`src/qmpc_pkg.sv`:
```
// Purpose: constants and types for the flash mode and phase controller
// Assumes: 32-bit host bus, registers at their full byte addresses
// Notes: width codes follow the phase-width field encoding
package qmpc_pkg;
	// register byte addresses
	localparam logic [31:0] QMPC_MODE_ADDR = 32'h0C00_0004;
	localparam logic [31:0] QMPC_RECV_ADDR = 32'h0C00_0008;
	localparam logic [31:0] QMPC_CMDA_ADDR = 32'h0C00_000C;
	localparam logic [31:0] QMPC_STAT_ADDR = 32'h0C00_0014;
	localparam logic [31:0] QMPC_WDATA_ADDR = 32'h0C00_0018;
	localparam logic [31:0] QMPC_RDATA_ADDR = 32'h0C00_001C;
	localparam logic [31:0] QMPC_DUMMY_ADDR = 32'h0C00_0020;
	// flash read window, tag in address bits 31:26
	localparam logic [5:0] QMPC_FLASH_TAG = 6'h02;
	// mode_control field positions
	localparam int QMPC_AUTO_BIT = 0;
	localparam int QMPC_CLK_BIT = 1;
	localparam int QMPC_IO2_OE_BIT = 2;
	localparam int QMPC_IO3_OE_BIT = 3;
	localparam int QMPC_IO2_DAT_BIT = 4;
	localparam int QMPC_IO3_DAT_BIT = 5;
	localparam int QMPC_NOWAIT_BIT = 6;
	localparam int QMPC_NEG_BIT = 7;
	localparam int QMPC_PIPE_BIT = 8;
	localparam int QMPC_PCD_LSB = 9;
	localparam int QMPC_A32_BIT = 13;
	localparam int QMPC_MODE_W = 14;
	// auto_read_command_a field positions
	localparam int QMPC_INST_LSB = 0;
	localparam int QMPC_EXT_LSB = 16;
	localparam int QMPC_ADR_W_LSB = 26;
	localparam int QMPC_EXT_W_LSB = 28;
	localparam int QMPC_DMY_W_LSB = 30;
	// reset values
	localparam logic [13:0] QMPC_MODE_RST = 14'h0000;
	localparam logic [31:0] QMPC_CMDA_RST = 32'h0000_0000;
	localparam logic [31:0] QMPC_RECV_RST = 32'h0000_0000;
	// phase lengths in bits and serial clock half period
	localparam logic [5:0] QMPC_CMD_BITS = 6'h08;
	localparam logic [5:0] QMPC_ADDR3_BITS = 6'h18;
	localparam logic [5:0] QMPC_ADDR4_BITS = 6'h20;
	localparam logic [5:0] QMPC_EXT_BITS = 6'h08;
	localparam logic [5:0] QMPC_DMY_BITS = 6'h08;
	localparam logic [5:0] QMPC_WORD_BITS = 6'h20;
	localparam int QMPC_SCK_HALF = 4;
	typedef enum logic [1:0] {W_SINGLE, W_DUAL, W_QUAD, W_RSVD} qmpc_width_t;
	typedef enum logic [2:0] {ST_IDLE, ST_CMD, ST_ADDR, ST_EXT, ST_DMY, ST_DATA, ST_RXW,
		ST_DONE} qmpc_state_t;
	typedef enum logic [2:0] {K_REG, K_WR, K_RD, K_DMY, K_AUTO} qmpc_kind_t;
endpackage
```
`src/qmpc_ctrl.sv`:
```
// Purpose: mode control, pad control and read capture of a quad serial flash controller
// Assumes: pipelined host bus with address and data phases, one word per register
// Notes: serial engine runs manual words and auto reads; pads are registered

// How it works
// pipe sample delay field sets delay after falling edge, 0 to 7 cycles
// read pipe enable picks delayed sampling instead of the edge select bit
// without the pipe, edge bit chooses rising or falling capture
// manual mode, wait select clear: data register accesses stall until done
// manual mode, no-wait set: one wait state only, then software polls the busy flag
// auto mode reads always stall until the data is available
// io3 and io2 drive values go out when their enables are set
// io3 enable makes the pad an output; software clears it for quad
// io2 enable makes the pad an output; software clears it for quad
// clock mode bit sets the serial clock idle level while deselected
// mode bit selects manual (0) or auto (1) operation
// while erasing, writes to the mode select bit are ignored
// read-only word holds data received by a manual read-data access
// bits 31:30 set the auto dummy phase width
// bits 29:28 set the auto extra byte phase width
// bits 27:26 set the auto address phase width
// auto mode sends three address bytes, or four with the long address bit
// reserved width codes run as single-line transfers
module qmpc_ctrl import qmpc_pkg::*; #(
	parameter int HALF_DIV = QMPC_SCK_HALF
) (
	// clock and reset
	input wire logic sys_clk_i,
	input wire logic rst_i,
	// host bus slave
	input wire logic hsel_i,
	input wire logic [31:0] haddr_i,
	input wire logic [1:0] htrans_i,
	input wire logic hwrite_i,
	input wire logic hready_i,
	input wire logic [31:0] hwdata_i,
	output logic [31:0] hrdata_o,
	output logic hready_o,
	output logic hresp_o,
	// erase status from the erase logic
	input wire logic erase_in_progress_i,
	// flash pads
	output logic sck_o,
	output logic cs_n_o,
	input wire logic [3:0] io_i,
	output logic [3:0] io_o,
	output logic [3:0] io_oe_o
);
	logic [QMPC_MODE_W-1:0] mode_r;
	logic [31:0] cmda_r, rx_word_r;
	logic dp_vld_r, dp_wr_r, started_r, eng_rd_r;
	logic [31:0] dp_addr_r, eng_addr_r;
	qmpc_kind_t dp_kind_r, a_kind, eng_kind_r;
	qmpc_state_t st_r;
	logic [31:0] tx_sr_r, rx_sr_r;
	logic [5:0] slots_r, rx_cnt_r, rx_tot;
	qmpc_width_t wid_r, w_adr, w_ext, w_dmy;
	logic drv_r, cap_r, p_r, in_ph, tick, rise_ev, fall_ev;
	logic [7:0] hc_r;
	logic [2:0] lanes, pcd;
	logic [3:0] io_m_r, io_s_r;
	logic [6:0] dl_r;
	logic [7:0] dly_vec;
	logic data_rise, data_fall, cap_stb, eng_acc, start, nowait, quad_own;

	// reserved codes fall back to single line
	function automatic qmpc_width_t wsafe(input logic [1:0] c);
		return (c == 2'h3) ? W_SINGLE : qmpc_width_t'(c);
	endfunction

	// phase widths from the command register
	assign w_dmy = wsafe(cmda_r[QMPC_DMY_W_LSB +: 2]);
	assign w_ext = wsafe(cmda_r[QMPC_EXT_W_LSB +: 2]);
	assign w_adr = wsafe(cmda_r[QMPC_ADR_W_LSB +: 2]);
	assign lanes = 3'h1 << wid_r;
	assign pcd = mode_r[QMPC_PCD_LSB +: 3];

	// address phase decode
	always_comb begin
		a_kind = K_REG;
		if (haddr_i[31:26] == QMPC_FLASH_TAG)
			a_kind = K_AUTO;
		else if (haddr_i == QMPC_WDATA_ADDR)
			a_kind = K_WR;
		else if (haddr_i == QMPC_RDATA_ADDR)
			a_kind = K_RD;
		else if (haddr_i == QMPC_DUMMY_ADDR)
			a_kind = K_DMY;
	end

	// data phase tracking
	always_ff @(posedge sys_clk_i) begin
		if (rst_i) begin
			dp_vld_r <= 1'b0;
			dp_wr_r <= 1'b0;
			dp_addr_r <= 32'h0000_0000;
			dp_kind_r <= K_REG;
		end else if (hready_o) begin
			dp_vld_r <= hsel_i && htrans_i[1] && hready_i;
			dp_wr_r <= hwrite_i;
			dp_addr_r <= haddr_i;
			dp_kind_r <= a_kind;
		end
	end

	// engine accesses: auto reads only in auto mode, data registers only in manual
	always_comb begin
		eng_acc = 1'b0;
		if (dp_vld_r && dp_kind_r != K_REG) begin
			if (dp_kind_r == K_AUTO)
				eng_acc = mode_r[QMPC_AUTO_BIT] && !dp_wr_r;
			else
				eng_acc = !mode_r[QMPC_AUTO_BIT];
		end
	end
	assign start = eng_acc && !started_r && st_r == ST_IDLE;
	assign nowait = mode_r[QMPC_NOWAIT_BIT] && dp_kind_r != K_AUTO;

	// wait states: held until done unless manual no-wait is selected
	assign hready_o = !eng_acc || (started_r && (nowait || st_r == ST_DONE));
	assign hresp_o = 1'b0;

	always_ff @(posedge sys_clk_i) begin
		if (rst_i)
			started_r <= 1'b0;
		else if (hready_o)
			started_r <= 1'b0;
		else if (start)
			started_r <= 1'b1;
	end

	// register writes
	always_ff @(posedge sys_clk_i) begin
		if (rst_i) begin
			mode_r <= QMPC_MODE_RST;
			cmda_r <= QMPC_CMDA_RST;
		end else if (dp_vld_r && dp_wr_r && dp_kind_r == K_REG) begin
			if (dp_addr_r == QMPC_MODE_ADDR) begin
				mode_r[QMPC_MODE_W-1:1] <= hwdata_i[QMPC_MODE_W-1:1];
				if (!erase_in_progress_i)
					mode_r[QMPC_AUTO_BIT] <= hwdata_i[QMPC_AUTO_BIT];
			end
			if (dp_addr_r == QMPC_CMDA_ADDR)
				cmda_r <= hwdata_i;
		end
	end

	// read data mux
	always_comb begin
		hrdata_o = 32'h0000_0000;
		if (dp_kind_r == K_AUTO || dp_addr_r == QMPC_RDATA_ADDR)
			hrdata_o = rx_sr_r;
		else if (dp_addr_r == QMPC_MODE_ADDR)
			hrdata_o = {{(32 - QMPC_MODE_W){1'b0}}, mode_r};
		else if (dp_addr_r == QMPC_RECV_ADDR)
			hrdata_o = rx_word_r;
		else if (dp_addr_r == QMPC_CMDA_ADDR)
			hrdata_o = cmda_r;
		else if (dp_addr_r == QMPC_STAT_ADDR)
			hrdata_o = {31'h0000_0000, st_r != ST_IDLE};
	end

	// serial clock half-period timer
	assign in_ph = st_r inside {ST_CMD, ST_ADDR, ST_EXT, ST_DMY, ST_DATA};
	assign tick = in_ph && hc_r == 8'(HALF_DIV - 1);
	assign rise_ev = tick && !p_r;
	assign fall_ev = tick && p_r;
	always_ff @(posedge sys_clk_i) begin
		if (rst_i || !in_ph) begin
			hc_r <= 8'h00;
			p_r <= 1'b0;
		end else if (tick) begin
			hc_r <= 8'h00;
			p_r <= !p_r;
		end else begin
			hc_r <= hc_r + 8'h01;
		end
	end

	// phase sequencer, one slot per serial clock period
	always_ff @(posedge sys_clk_i) begin
		if (rst_i) begin
			st_r <= ST_IDLE;
			tx_sr_r <= 32'h0000_0000;
			slots_r <= 6'h00;
			wid_r <= W_SINGLE;
			drv_r <= 1'b0;
			cap_r <= 1'b0;
			eng_addr_r <= 32'h0000_0000;
			eng_kind_r <= K_REG;
		end else begin
			unique case (st_r)
				ST_IDLE: if (start) begin
					eng_kind_r <= dp_kind_r;
					eng_addr_r <= dp_addr_r;
					wid_r <= W_SINGLE;
					tx_sr_r <= hwdata_i;
					slots_r <= QMPC_WORD_BITS;
					drv_r <= dp_kind_r == K_WR || dp_kind_r == K_AUTO;
					cap_r <= dp_kind_r == K_RD;
					st_r <= ST_DATA;
					if (dp_kind_r == K_AUTO) begin
						st_r <= ST_CMD;
						slots_r <= QMPC_CMD_BITS;
						tx_sr_r <= {cmda_r[QMPC_INST_LSB +: 8], 24'h00_0000};
					end else if (dp_kind_r == K_DMY) begin
						slots_r <= QMPC_DMY_BITS;
					end
				end
				ST_CMD, ST_ADDR, ST_EXT, ST_DMY, ST_DATA: if (fall_ev) begin
					tx_sr_r <= tx_sr_r << lanes;
					slots_r <= slots_r - 6'h01;
					if (slots_r == 6'h01) begin
						unique case (st_r)
							ST_CMD: begin
								st_r <= ST_ADDR;
								wid_r <= w_adr;
								if (mode_r[QMPC_A32_BIT]) begin
									slots_r <= QMPC_ADDR4_BITS >> w_adr;
									tx_sr_r <= eng_addr_r;
								end else begin
									slots_r <= QMPC_ADDR3_BITS >> w_adr;
									tx_sr_r <= {eng_addr_r[23:0], 8'h00};
								end
							end
							ST_ADDR: begin
								st_r <= ST_EXT;
								wid_r <= w_ext;
								slots_r <= QMPC_EXT_BITS >> w_ext;
								tx_sr_r <= {cmda_r[QMPC_EXT_LSB +: 8], 24'h00_0000};
							end
							ST_EXT: begin
								st_r <= ST_DMY;
								wid_r <= w_dmy;
								slots_r <= QMPC_DMY_BITS >> w_dmy;
								drv_r <= 1'b0;
							end
							ST_DMY: begin
								st_r <= ST_DATA;
								wid_r <= w_adr;
								slots_r <= QMPC_WORD_BITS >> w_adr;
								cap_r <= 1'b1;
							end
							ST_DATA: st_r <= ST_RXW;
						endcase
					end
				end
				ST_RXW: if (rx_cnt_r == rx_tot)
					st_r <= ST_DONE;
				ST_DONE: st_r <= ST_IDLE;
			endcase
		end
	end

	// input synchroniser for the data pads
	always_ff @(posedge sys_clk_i) begin
		if (rst_i) begin
			io_m_r <= 4'h0;
			io_s_r <= 4'h0;
		end else begin
			io_m_r <= io_i;
			io_s_r <= io_m_r;
		end
	end

	// capture strobe: edge select or delayed falling edge through the pipe
	assign data_rise = rise_ev && st_r == ST_DATA && cap_r;
	assign data_fall = fall_ev && st_r == ST_DATA && cap_r;
	assign dly_vec = {dl_r, data_fall};
	always_ff @(posedge sys_clk_i) begin
		if (rst_i)
			dl_r <= 7'h00;
		else
			dl_r <= dly_vec[6:0];
	end
	always_comb begin
		if (mode_r[QMPC_PIPE_BIT])
			cap_stb = dly_vec[pcd];
		else
			cap_stb = mode_r[QMPC_NEG_BIT] ? data_fall : data_rise;
	end
	assign rx_tot = cap_r ? (QMPC_WORD_BITS >> wid_r) : 6'h00;

	// receive shift register
	always_ff @(posedge sys_clk_i) begin
		if (rst_i) begin
			rx_sr_r <= 32'h0000_0000;
			rx_cnt_r <= 6'h00;
		end else if (st_r == ST_IDLE) begin
			rx_cnt_r <= 6'h00;
		end else if (cap_stb) begin
			rx_cnt_r <= rx_cnt_r + 6'h01;
			unique case (wid_r)
				W_DUAL: rx_sr_r <= {rx_sr_r[29:0], io_s_r[1:0]};
				W_QUAD: rx_sr_r <= {rx_sr_r[27:0], io_s_r};
				default: rx_sr_r <= {rx_sr_r[30:0], io_s_r[1]};
			endcase
		end
	end

	// manual receive word
	assign eng_rd_r = eng_kind_r == K_RD;
	always_ff @(posedge sys_clk_i) begin
		if (rst_i)
			rx_word_r <= QMPC_RECV_RST;
		else if (st_r == ST_DONE && eng_rd_r)
			rx_word_r <= rx_sr_r;
	end

	// registered pad drivers
	assign quad_own = in_ph && wid_r == W_QUAD;
	always_ff @(posedge sys_clk_i) begin
		if (rst_i) begin
			sck_o <= 1'b0;
			cs_n_o <= 1'b1;
			io_o <= 4'h0;
			io_oe_o <= 4'h0;
		end else begin
			sck_o <= in_ph ? p_r : mode_r[QMPC_CLK_BIT];
			cs_n_o <= !in_ph;
			io_o[0] <= (wid_r == W_QUAD) ? tx_sr_r[28] :
				(wid_r == W_DUAL) ? tx_sr_r[30] : tx_sr_r[31];
			io_o[1] <= (wid_r == W_QUAD) ? tx_sr_r[29] : tx_sr_r[31];
			io_oe_o[0] <= in_ph && drv_r;
			io_oe_o[1] <= in_ph && drv_r && wid_r != W_SINGLE;
			io_o[2] <= quad_own ? tx_sr_r[30] : mode_r[QMPC_IO2_DAT_BIT];
			io_o[3] <= quad_own ? tx_sr_r[31] : mode_r[QMPC_IO3_DAT_BIT];
			io_oe_o[2] <= quad_own ? drv_r : mode_r[QMPC_IO2_OE_BIT];
			io_oe_o[3] <= quad_own ? drv_r : mode_r[QMPC_IO3_OE_BIT];
		end
	end
endmodule

```
`config.mk`:
```
export PLATFORM = sky130hd
export DESIGN_NAME = qmpc_ctrl
export DESIGN_NICKNAME = d
export VERILOG_FILES = /design/src/qmpc_pkg.sv /design/src/qmpc_ctrl.sv
export SDC_FILE = /design/constraint.sdc
export NUM_CORES = 1
export LEC_CHECK = 0
export BUFFER_PORTS_ARGS = -buffer_cell sky130_fd_sc_hd__buf_2
export CAP_MARGIN = 5
export CORE_UTILIZATION = 65
export CTS_CLUSTER_DIAMETER = 100
export DETAILED_ROUTE_END_ITERATION = 10
export PLACE_DENSITY_LB_ADDON = 0.25
export SLEW_MARGIN = 20
export SYNTH_ARGS = -nofsm -noshare
export SYNTH_HDL_FRONTEND = slang
export SYNTH_SLANG_ARGS = --single-unit
```
`constraint.sdc`:
```
create_clock -name sys_clk_i -period 6.5 [get_ports sys_clk_i]
set_input_delay 0 -clock sys_clk_i [delete_from_list [all_inputs] [get_ports sys_clk_i]]
set_output_delay 0 -clock sys_clk_i [all_outputs]
set_load 0.03 [all_outputs]
```
### After elaboration in Yosys (flattened, before gate mapping)

Index checks and enable logic that the tools add are counted.

| word-level totals | value |
|---|---|
| flip-flop bits (word level) | 268 |
| input port bits | 76 |
| word-level logic and storage cells | 197 |

| cells by class | value |
|---|---|
| add/subtract/negate cells | 3 |
| order comparisons | 1 |
| equal/unequal tests | 37 |
| shift operators | 7 |
| muxes and demuxes | 65 |
| bitwise logic cells | 2 |
| reductions and logical operators | 54 |

Operators with widths:

| operator | number |
|---|---|
| 32-bit two-way mux | 9 |
| 32-bit by 28-bit == test with 1-bit output (second input constant) | 8 |
| 32-bit one-hot mux with 2 select lines | 3 |
| 6-bit two-way mux | 7 |
| 32-bit by 3-bit << shifter with 32-bit output | 1 |
| 6-bit one-hot mux with 4 select lines | 1 |
| 1-bit two-way mux | 22 |
| 1-bit logical AND | 21 |
| 2-bit two-way mux | 9 |
| 3-bit two-way mux | 6 |
| 3-bit by 2-bit == test with 1-bit output (second input constant) | 5 |
| 3-bit == test (second input constant) | 5 |
| 3-bit one-hot mux with 5 select lines | 1 |
| 5-bit AND reduction | 3 |
| 2-bit inequality test (second input constant) | 6 |
| 3-bit one-hot mux with 4 select lines | 1 |
| 6-bit one-hot mux with 2 select lines | 1 |
| 4-bit by 2-bit >> shifter with 6-bit output (first input constant) | 2 |
| 6-bit by 2-bit >> shifter with 6-bit output (first input constant) | 2 |
| 8-bit by 1-bit adder with 8-bit output (second input constant) | 1 |
| 2-bit == test (second input constant) | 4 |
| 8-bit by 2-bit == test with 1-bit output (second input constant) | 1 |
| 2-bit AND reduction | 4 |
| 2-bit OR reduction | 4 |
| other kinds (26) | 42 |

### Depth between registers and ports, before layout

Gate-level depths: netlist (run 1).

| depth | value |
|---|---|
| depth after elaboration | 10 |
| depth in mapped cells | 11 |

### Worst setup path before layout (run 1)

Ideal clock, no wire load.

| timing path | value |
|---|---|
| path type | register to output |
| start point | reg dp_addr_r[8] |
| end point | out hrdata_o[14] |
| arrival time | 2.318 ns |
| required time | 6.500 ns |
| path slack | 4.182 ns |
| cell stages (with the launch flop) | 8 |
| path through | dfxtp_1 nor4_1 nand4_1 nor3_1 nand2b_1 or3_1 buf_2 o21ai_0 |

| on the way | value |
|---|---|
| cells in the longest elaborated chain, start to end | 5 |

RTL lines:

| item | RTL line | text |
|---|---|---|
| start: declaration | qmpc_ctrl.sv:52 | `logic [31:0] dp_addr_r, eng_addr_r;` |
| start signal: assignment | qmpc_ctrl.sv:101 | `dp_addr_r <= haddr_i;` |
| 32-bit by 28-bit == test with 1-bit output | qmpc_ctrl.sv:157 | `else if (dp_addr_r == QMPC_CMDA_ADDR)` |
| 32-bit two-way mux | qmpc_ctrl.sv:157 |  |
| 32-bit two-way mux | qmpc_ctrl.sv:155 | `else if (dp_addr_r == QMPC_RECV_ADDR)` |
| 32-bit two-way mux | qmpc_ctrl.sv:153 | `else if (dp_addr_r == QMPC_MODE_ADDR)` |
| 32-bit two-way mux (*) | qmpc_ctrl.sv:151 | `if (dp_kind_r == K_AUTO \|\| dp_addr_r == QMPC_RDATA_ADDR)` |
| end: declaration | qmpc_ctrl.sv:37 | `output logic [31:0] hrdata_o,` |

Every way passes the cells marked *; elsewhere a longest branch is shown, timed or not.

### Final worst setup path (run 1)

| timing path | value |
|---|---|
| start point | reg dp_addr_r[16] |
| end point | out hrdata_o[28] |

Same word-level chain as after synthesis.

==> summary.md, run 1 <==
| Metric | Value |
|---|---|
| Clock transition at path regs | `around 0.060 ns` |
| Max-Cap Viols | `0` |
| Worst R2R Setup Slack | `between 3 and 4 ns` |
| RSZ-0062 raised after global routing | `no` |
| Non-Filler Instances | `2102` |
| Initial core utilization | `0.672` |
| Post-synth cell types | `75` |
| Kind of critical path | `register to output pin` |
| Synth area leader | `dfxtp_1` |
| Die height | `148 um` |
| Top cells by area, synth | `dfxtp_1 39%, nand2_1 9.9%, mux2i_1 8.1%` |
| Outcome | `finished, final reports clean` |
| Required @ worst endpoint | `around 6.5 ns` |
| Clock latency on the worst-skew pair | `about 0.53 ns` |
| Vias/cell | `around 6.5` |
| Post-synth ARST share | `0` |
| CP Capture Type | `output pin` |
| Setup TNS | `0 ns` |
| Peak VDD IR | `0.222 mV` |
| Largest net degree at the start of global routing | `roughly 110` |
| Reg2reg path depth | `7` |
| Most instantiated cells after synthesis | `364 x nand2_1, 268 x dfxtp_1, 188 x a21oi_1` |
| Reg area | `5370 um^2` |
| Vias in the first global route | `12600` |
| Hold Buf Count CTS | `around 80` |
| CTS Sinks | `about 270` |
| Most common cell in the netlist | `nand2_1` |
| Crit-path slowest cell | `or3_1` |
| First-pass GRT wire length | `roughly 68000 um` |
| Antenna fix cells | `0` |
| Syn_area_per_cell | `just over 8 um^2` |
| Iteration-0 DRC Markers | `between 1500 and 2000` |
| Fin worst setup slack | `around 2.4 ns` |
| Layout Skew | `0.00792 ns` |
| Sequential area share after synthesis | `0.388` |
| Dpl cells | `1975` |
| Die width | `148 um` |
| Worst r2r src | `dp_kind_r[0]$_SDFFE_PP0P_` |
| Core footprint | `20600 um^2` |
| Wirelength per Cell | `between 20 and 25 um` |
| CP arrival | `4.07 ns` |
| Post-DRT Antenna Nets | `0` |
| Hold_sp | `io_i[3]` |
| PortBufs | `117` |
| Overflow after GRT | `0` |
| Mapped cell area | `~14000 um^2` |
| Slew HR | `0.277` |
| Worst-Margin Slew | `1.08 ns` |
| Crit Reg-Reg Endpoint | `dp_addr_r[2]$_SDFFE_PP0P_` |
| Min Tclk post-route | `slightly above 4 ns` |
| Gate Count Post-Synth | `around 1700` |
| Maximum fanout along the worst path | `18` |
| Yosys warns | `0` |
| Vias | `approximately 14000` |
| Dpl ws | `3.18 ns` |
| Final setup fails | `0` |
| CTS buffer count | `27` |
| Area Growth Syn to Fin | `16.0%` |
| Drt total wl | `between 40000 and 50000 um` |
| Power consumption | `roughly 4.6 mW` |
| CTS resizes | `0` |
| Worst Setup SP | `dp_addr_r[16]$_SDFFE_PP0P_` |
| HPWL Detailed | `27400 um` |
| Most used DFF post-synth | `dfxtp_1` |
| Share of the synthesized area in the top cell type | `0.388` |
| DIE AREA | `approximately 22000 um^2` |
| Clk root buf | `clkbuf_16` |
| FMAX | `246 MHz` |
| Hold EP | `io_m_r[3]$_SDFF_PP0_` |
| Seq cells post-synth | `268` |
| H-Tree Depth | `1` |
| Post-route clock period utilization | `0.626` |
| DRC | `0` |
| Fin. max-slew vios | `0` |
| Hold Path Depth | `3` |
| NumNets Final | `1907` |
| Fill cell count | `between 1000 and 1500` |
| CTS Buffer Depth | `3` |
| CP peak stage delay | `slightly above 0.8 ns` |
| Initial antenna violation count | `0` |
| Syn nets | `1807` |
| Footprint of the multi-input gates | `7840 um^2` |
| Post-synth EDFFs | `0` |
| Pleak | `roughly 6 nW` |
| Drt first pass iters | `7` |
| Pwr/cell area | `around 290 nW/um^2` |
| Critical path startpoint category | `register` |
| GRT Util Overall | `0.395` |
| Crit-path cells | `nor4_1 -> nand4_1 -> nor3_1 -> nand2b_1 -> or3_1 -> o21ai_0 -> buf_2` |
| Share of layout cells above drive strength 1 | `0.127` |
| CTS tree | `yes` |
| Placer Congestion | `~0.95` |
| Final hold vios | `0` |
| Setup Buffers After CTS | `0` |
| Num ports | `120` |
| Row Count | `52` |
| Hold Crit Class | `primary input to register` |
-- through the flow --
stage	hold slack [ns]	instance area [um^2]	utilization
global route	0.268	16000	0.779
CTS	0.220	16000	0.778
detailed placement	0.219	14300	0.697
global placement	0.211	14300	0.697
finish	0.235	16000	0.779
floorplan	0.128	13800	-
-- flip-flops by register name, summed over array words and instances (netlist names), 2 cells and up --
signal      flops
eng_kind_r      3
wid_r           2
st_r            3
io_m_r          4
io_s_r          4
rx_cnt_r        6
hc_r            8
io_oe_o         4
dp_kind_r       3
cmda_r         32
io_o            4
rx_word_r      32
rx_sr_r        32
eng_addr_r     32
dp_addr_r      32
mode_r         14
dl_r            7
tx_sr_r        32
slots_r         6
-- worst max-delay path by stage --
stage | to | slack [ns] | cells past startpoint
final | hrdata_o[28] | 2.43 | 7
after global routing | hrdata_o[28] | 2.24 | 7
after CTS | hrdata_o[28] | 2.57 | 7
after detailed placement | hrdata_o[28] | 3.18 | 7
after global placement | hrdata_o[28] | 3.23 | 7
after floorplan | hrdata_o[14] | 4.18 | 7
-- cell families (layout without fill, tap and decap cells) --
kind of cell	after synthesis	count (layout)	share of synthesized area
and+or+nand+nor	657	657	0.207
AOI/OAI and AO/OA	450	450	0.219
DFF	268	268	0.388
buffers and inverters	163	281	0.0487
muxes	143	143	0.112
adders and majority gates	17	17	0.0154
xor gates and xnor gates	15	15	0.00951
other	1	1	0.000272
-- routing by layer --
layer	GRT usage	vias to the layer above	wire, um
met3	0.0642	161	4600
li1	-	6305	-
met4	0.207	0	2420
met5	0	-	0
met2	0.617	865	19800
met1	0.528	6393	17100
-- layout make-up --
| class | count | share of cell area |
|---|---|---|
| multi-input combinational | 1283 | 0.489 |
| sequential | 268 | 0.335 |
| timing repair buffer | 215 | 0.0956 |
| clock buffer | 40 | 0.0490 |
| tap | 270 | 0.0211 |
| clock inverter | 7 | 0.00547 |
| inverter | 19 | 0.00445 |
-- where the power goes --
| group | total [mW] | leakage (nW) | switching [mW] | internal (mW) |
|---|---|---|---|---|
| logic | 1.14 | 3.28 | 0.713 | 0.428 |
| clock network | 1.55 | 0.428 | 0.642 | 0.908 |
| registers | 1.88 | 2.17 | 0.126 | 1.75 |
| total | 4.57 | 5.89 | 1.48 | 3.09 |
-- cells in the final DEF, fill, tap and decap left out, types with 4 or more instances in the layout --
master           n
and3_1           4
o31ai_1         16
nand3_1         24
clkbuf_1         7
nor3_1          14
mux4_2           7
xor2_1           8
clkbuf_16       27
dlygate4sd3_1   79
or3_1            7
buf_4           18
a31oi_1          5
a211o_1         30
clkbuf_8         7
ha_1            14
xnor2_1          7
a22oi_1         50
o221ai_1         5
o21ai_1         10
o211ai_1        11
mux2i_1        112
nor4_1          18
clkinv_2         4
nand2_1        364
nand4_1          7
o21ai_0         31
nor2_1         146
dfxtp_1        268
a21oi_1        188
a222oi_1        13
nor2b_1         21
o2111ai_1        4
buf_2          116
nand3b_1         9
mux2_2          24
a221oi_1        25
and2_1           4
inv_1           19
a211oi_1        26
nand2b_1        15
-- worst max-delay path: cells and delay by family, from the launching register on --
family / cells / cell delay (ns)
AOI/OAI and AO/OA: 1 / 0.42
buffers and inverters: 1 / 0.27
DFF: 1 / 0.33
and+or+nand+nor: 5 / 2.52
Note: power is estimated with default switching activity, not from simulation.
==> inputs of run 2 (changes only) <==
--- a/config.mk
+++ b/config.mk
@@ -7,7 +7,7 @@
 export LEC_CHECK = 0
 export BUFFER_PORTS_ARGS = -buffer_cell sky130_fd_sc_hd__buf_2
 export CAP_MARGIN = 5
-export CORE_UTILIZATION = 65
+export CORE_UTILIZATION = 54
 export CTS_CLUSTER_DIAMETER = 100
 export DETAILED_ROUTE_END_ITERATION = 10
 export PLACE_DENSITY_LB_ADDON = 0.25
==> constraint.sdc (replaced) <==
create_clock -name sys_clk_i -period 3.6 [get_ports sys_clk_i]
set_input_delay 0 -clock sys_clk_i [delete_from_list [all_inputs] [get_ports sys_clk_i]]
set_output_delay 0 -clock sys_clk_i [all_outputs]
set_load 0.03 [all_outputs]
==> summary.md, run 2 (synthesized netlist as in run 1, its figures left out) <==
| Metric | Value |
|---|---|
| Clock network fraction of design power | `0.362 (+0.023)` |
| Crit-path slowest cell | `or3_1` |
| Post-DRT Antenna Nets | `0 (unchanged)` |
| Hold Buf Count CTS | `72 (-8.9%)` |
| Initial core utilization | `0.550 (-0.122)` |
| Vias/cell | `6.24 (-4.4%)` |
| Die height | `162 um (+9.6%)` |
| Total buffers and inverters traversed by the critical path | `1 (unchanged)` |
| Worst Setup SP | `dp_addr_r[5]$_SDFFE_PP0P_` |
| Setup Buffers After CTS | `0 (unchanged)` |
| Antenna fix cells | `0 (unchanged)` |
| Area Growth Syn to Fin | `17.9%` |
| Wirelength per Cell | `20.2 um (-3.1%)` |
| CTS tree | `yes` |
| Clock latency on the worst-skew pair | `0.56 ns (+0.03 ns)` |
| DIE AREA | `26200 um^2 (+20%)` |
| Hold_sp | `rst_i` |
| Fin. max-slew vios | `0 (unchanged)` |
| Fill cell count | `2144 (+50%)` |
| Power consumption | `8.65 mW (+89%)` |
| RSZ-0062 raised after global routing | `no` |
| Initial antenna violation count | `0 (unchanged)` |
| Drt first pass iters | `6 (-1)` |
| CTS buffer count | `29 (+7.4%)` |
| HPWL Detailed | `28800 um (+4.9%)` |
| Layout Skew | `0.0179 ns (+0.00999 ns)` |
| H-Tree Depth | `1 (unchanged)` |
| Drt total wl | `44100 um (+0.45%)` |
| Largest net degree at the start of global routing | `128 (+21%)` |
| Critical path startpoint category | `register` |
| Clk root buf | `clkbuf_16` |
| Kind of critical path | `register to output pin` |
| Hold Crit Class | `primary input to register` |
| Pint | `5.84 mW (+89%)` |
| Clock transition at path regs | `0.06 ns (about the same)` |
| Worst r2r src | `hc_r[0]$_SDFF_PP0_` |
| Hold Path Depth | `2 (-1)` |
| Required @ worst endpoint | `3.60 ns (-2.90 ns)` |
| CTS Buffer Depth | `3 (unchanged)` |
| CTS Sinks | `268 (unchanged)` |
| Final setup fails | `0 (unchanged)` |
| CP arrival | `3.36 ns (-0.71 ns)` |
| Dpl ws | `0.807 ns (-2.38 ns)` |
| DRC | `0 (unchanged)` |
| PortBufs | `117 (unchanged)` |
| Max-Cap Viols | `0 (unchanged)` |
| Sw Share | `0.324 (about the same)` |
| Maximum fanout along the worst path | `18 (unchanged)` |
| Vias in the first global route | `12500 (-1.1%)` |
| Final hold vios | `0 (unchanged)` |
| Vias | `13600 (-0.92%)` |
| Iteration-0 DRC Markers | `1659 (-7.5%)` |
| Final Cell Area | `16300 um^2 (+1.7%)` |
| Commonest non-fill, non-tap cell in the layout | `nand2_1` |
| GRT Util Overall | `0.331 (-0.0646)` |
| Placer Congestion | `0.928 (-1.9%)` |
| Post-route clock period utilization | `0.934` |
| NumNets Final | `1919 (+0.63%)` |
| Slew HR | `0.289 (+0.0120)` |
| Row Count | `58 (+12%)` |
| Logic pwr share | `0.247 (-0.003)` |
| Min Tclk post-route | `~3.4 ns` |
| Fin worst setup slack | `0.239 ns (-2.19 ns)` |
| Worst-Margin Slew | `1.06 ns (-0.0262 ns)` |
| Hold EP | `dp_addr_r[2]$_SDFFE_PP0P_` |
| Num ports | `120 (unchanged)` |
| Pleak | `6.00 nW (+1.9%)` |
| Reg2reg path depth | `8 (+1)` |
| Psw | `2.81 mW (+89%)` |
| Overflow after GRT | `0 (unchanged)` |
| CP Capture Type | `output pin` |
| CTS resizes | `0 (unchanged)` |
| First-pass GRT wire length | `69200 um (+1.2%)` |
| Crit-path cells | `nor4_1 -> nand4_1 -> nor3_1 -> nand2b_1 -> or3_1 -> o21ai_0 -> buf_2` |
| FMAX | `298 MHz` |
| Setup TNS | `0 ns (unchanged)` |
| Peak VDD IR | `0.477 mV (+110%)` |
| Worst hold slack | `0.126 ns (-0.109 ns)` |
| Crit Reg-Reg Endpoint | `rx_sr_r[30]$_SDFFE_PP0P_` |
| CP peak stage delay | `0.68 ns (-0.14 ns)` |
| Pwr/cell area | `531 nW/um^2 (+86%)` |
| Share of layout cells above drive strength 1 | `0.139 (+0.0119)` |
| Core footprint | `25100 um^2 (+22%)` |
| Die width | `162 um (+9.6%)` |
| Share of power burned in registers | `0.391 (-0.020)` |
| Commonest non-fill, non-tap cells in the layout | `364 x nand2_1, 268 x dfxtp_1, 188 x a21oi_1` |
| Critical path's top delay family | `simple AND/OR/NAND/NOR gates` |
| Outcome | `finished, final reports clean` |
| Placed Area | `14600 um^2 (+1.6%)` |
| Worst R2R Setup Slack | `0.82 ns (-2.48 ns)` |
## run 2: cell count changes in the layout (fill, tap and decap cells not counted), moves of 2 or more
cell | before | now
buf_4 | 18 | 35
clkbuf_1 | 7 | 4
clkbuf_16 | 27 | 29
dlygate4sd3_1 | 79 | 72
clkbuf_8 | 7 | 9
## run 2: area by class of cell
type,count,area [um^2],share of cell area
clock inverters,12,159,0.00976
inverters,19,71.3,0.00438
repair buffers,225,1600,0.0981
well taps,330,413,0.0254
clock buffers,41,851,0.0522
multi-input cells,1283,7830,0.481
flip-flops and latches,268,5370,0.329
## run 2: metrics by stage
step,util,instances
after floorplan,-,1714
after global placement,0.580,2053
after detailed placement,0.580,2053
after CTS,0.649,2178
after global routing,0.649,2178
final,0.649,2178
## run 2: worst max-delay path by stage
stage | endpoint | slack [ns] | depth (start not counted)
6_report | hrdata_o[28] | 0.24 | 7
5_1_grt | hrdata_o[28] | 0.04 | 7
4_1_cts | hrdata_o[28] | 0.20 | 7
3_5_place_dp | hrdata_o[28] | 0.81 | 7
3_3_place_gp | hrdata_o[29] | 0.87 | 7
2_1_floorplan | hrdata_o[14] | 1.28 | 7
## run 2: per-layer routing
layer / part of all wire / vias to the layer above / GRT usage
li1: - / 6333 / -
met1: 0.42 / 6443 / 0.450
met2: 0.45 / 685 / 0.517
met3: 0.079 / 137 / 0.0472
met4: 0.052 / 0 / 0.155
met5: 0 / - / 0
## run 2: power by group through the flow
stage               clock (mW)  combinational, mW  sequential [mW]
floorplan                    0               1.48             3.37
global placement             0               1.96             3.43
detailed placement           0               2.01             3.44
CTS                       3.14               2.08             3.37
global route              3.27               2.33             3.41
finish                    3.13               2.14             3.39
==> inputs of run 3 (changes only) <==
--- a/config.mk
+++ b/config.mk
@@ -7,7 +7,7 @@
 export LEC_CHECK = 0
 export BUFFER_PORTS_ARGS = -buffer_cell sky130_fd_sc_hd__buf_2
 export CAP_MARGIN = 5
-export CORE_UTILIZATION = 54
+export CORE_UTILIZATION = 60
 export CTS_CLUSTER_DIAMETER = 100
 export DETAILED_ROUTE_END_ITERATION = 10
 export PLACE_DENSITY_LB_ADDON = 0.25
==> constraint.sdc (replaced) <==
create_clock -name sys_clk_i -period 3.5 [get_ports sys_clk_i]
set_input_delay 0 -clock sys_clk_i [delete_from_list [all_inputs] [get_ports sys_clk_i]]
set_output_delay 0 -clock sys_clk_i [all_outputs]
set_load 0.03 [all_outputs]
==> summary.md, run 3 (synthesized netlist as in run 1, its figures left out) <==
| Metric | Value |
|---|---|
| Outcome | `finished, final reports clean` |
| Setup TNS | `0 ns (unchanged)` |
| Clk root buf | `clkbuf_16` |
| Post-route clock period utilization | `0.896` |
| CP Capture Type | `output pin` |
| Die height | `154 um (-5.1%)` |
| Num ports | `120 (unchanged)` |
| HPWL Detailed | `28600 um (-0.60%)` |
| Worst-Margin Slew | `0.951 ns (-0.107 ns)` |
| H-Tree Depth | `1 (unchanged)` |
| Layout Skew | `0.0149 ns (-0.00304 ns)` |
| Vias/cell | `6.41 (+2.7%)` |
| Drt total wl | `43900 um (-0.40%)` |
| Share of layout cells above drive strength 1 | `0.138 (-0.000242)` |
| CTS tree | `yes` |
| Vias | `13700 (+0.43%)` |
| Pwr/cell area | `550 nW/um^2 (+3.5%)` |
| CTS Sinks | `268 (unchanged)` |
| Maximum fanout along the worst path | `18 (unchanged)` |
| Placer Congestion | `0.950 (+2.4%)` |
| Initial antenna violation count | `0 (unchanged)` |
| Largest net degree at the start of global routing | `95 (-26%)` |
| Final hold vios | `0 (unchanged)` |
| Commonest non-fill, non-tap cell in the layout | `nand2_1` |
| DRC | `0 (unchanged)` |
| Commonest non-fill, non-tap cells in the layout | `364 x nand2_1, 268 x dfxtp_1, 188 x a21oi_1` |
| Worst Setup SP | `dp_addr_r[8]$_SDFFE_PP0P_` |
| NumNets Final | `1917 (-0.10%)` |
| Fill cell count | `1702 (-21%)` |
| Wirelength per Cell | `20.6 um (+1.9%)` |
| CTS Buffer Depth | `3 (unchanged)` |
| CP arrival | `3.13 ns (-0.23 ns)` |
| Drt first pass iters | `6 (unchanged)` |
| Min Tclk post-route | `3.13 ns` |
| CP peak stage delay | `0.50 ns (-0.18 ns)` |
| DIE AREA | `23600 um^2 (-9.9%)` |
| Dpl cells | `2007 (-2.2%)` |
| Fin. max-slew vios | `0 (unchanged)` |
| Kind of critical path | `register to output pin` |
| FMAX | `319 MHz` |
| Crit-path slowest cell | `or3_4` |
| Final core utilization | `0.720 (+0.0718)` |
| PortBufs | `117 (unchanged)` |
| RSZ-0062 raised after global routing | `no` |
| Vias in the first global route | `12500 (+0.46%)` |
| Area Growth Syn to Fin | `17.7%` |
| Hold Crit Class | `primary input to register` |
| Peak VDD IR | `0.448 mV (-6.0%)` |
| Antenna fix cells | `0 (unchanged)` |
| Core footprint | `22600 um^2 (-10%)` |
| Required @ worst endpoint | `3.50 ns (-0.10 ns)` |
| Max-Cap Viols | `0 (unchanged)` |
| Hold_sp | `rst_i` |
| First-pass GRT wire length | `68800 um (-0.65%)` |
| Critical path's top delay family | `simple AND/OR/NAND/NOR gates` |
| GRT Util Overall | `0.364 (+0.0334)` |
| Post-DRT Antenna Nets | `0 (unchanged)` |
| Critical path startpoint category | `register` |
| Pleak | `6.02 nW (+0.24%)` |
| Clock transition at path regs | `0.06 ns (about the same)` |
| Die width | `154 um (-5.1%)` |
| Non-Filler Instances | `2129 (-2.2%)` |
| Slew HR | `0.365 (+0.0760)` |
| Overflow after GRT | `0 (unchanged)` |
| Total buffers and inverters traversed by the critical path | `2 (+1)` |
| Row Count | `55 (-5.2%)` |
| Initial core utilization | `0.612 (+0.0618)` |
| Clock latency on the worst-skew pair | `0.55 ns (about the same)` |
| Final setup fails | `0 (unchanged)` |
| Iteration-0 DRC Markers | `1507 (-9.2%)` |
| Worst r2r src | `hc_r[0]$_SDFF_PP0_` |
| CTS buffer count | `28 (-3.4%)` |
| Crit-path cells | `nor4_1 -> nand4_1 -> nor3_1 -> nand2b_1 -> buf_4 -> or3_4 -> o21ai_0 -> buf_2` |
[run 3: area by class of cell]
type                            instances  area, um^2  area share
Clock inverter                          8         146     0.00900
Inverter                               19        71.3     0.00439
Timing Repair Buffer                  224        1600      0.0986
Multi-Input combinational cell       1283        7840       0.482
Sequential cell                       268        5370       0.330
Clock buffer                           42         885      0.0544
Tap cell                              285         357      0.0219
[run 3: metrics by stage]
step                      area (um^2)  hold WS [ns]  setup slack, ns  power, mW
after floorplan                 13800         0.128             1.18       4.99
after global routing            16300        0.0454            0.218       9.27
after detailed placement        14500         0.218            0.634       5.58
after global placement          14500         0.213            0.705       5.52
final                           16300       0.00708            0.366       8.94
after CTS                       16300        0.0197            0.133       8.89
[run 3: worst reg2reg max path: cells and delay by family, from the launching register on]
| kind | cells | cell delay (ns) |
|---|---|---|
| DFF | 1 | 0.36 |
| adders and majority gates | 1 | 0.25 |
| buffers and inverters | 1 | 0.35 |
| and+or+nand+nor | 3 | 1.28 |
| AOI/OAI and AO/OA | 3 | 0.51 |
[run 3: report_power, final]
part	total [mW]	switching, mW	internal, mW
registers	3.48	0.231	3.25
logic	2.18	1.34	0.837
clock network	3.28	1.25	2.03
[run 3: path summary, 6_finish.rpt]
path / endpoint / slack (ns) / cells after the start
worst min-delay path: mode_r[13]$_SDFFE_PP0P_ / 0.007 / 2
worst max register to register: rx_sr_r[5]$_SDFFE_PP0P_ / 0.67 / 8
worst min register to register: io_s_r[1]$_SDFF_PP0_ / 0.44 / 1
worst max-delay path: hrdata_o[14] / 0.37 / 8
[run 3: per-layer routing]
metal / track usage / part of all wire
met4: 0.171 / 0.051
met3: 0.0476 / 0.083
met5: 0 / 0
met1: 0.488 / 0.41
met2: 0.584 / 0.46
[run 3: repair_timing]
item,in CTS,in global routing
gates resized for setup,0,1
endpoints found under the setup margin,0,2
hold buffers,72,0
endpoints found under the hold margin,117,0
setup buffers,0,0
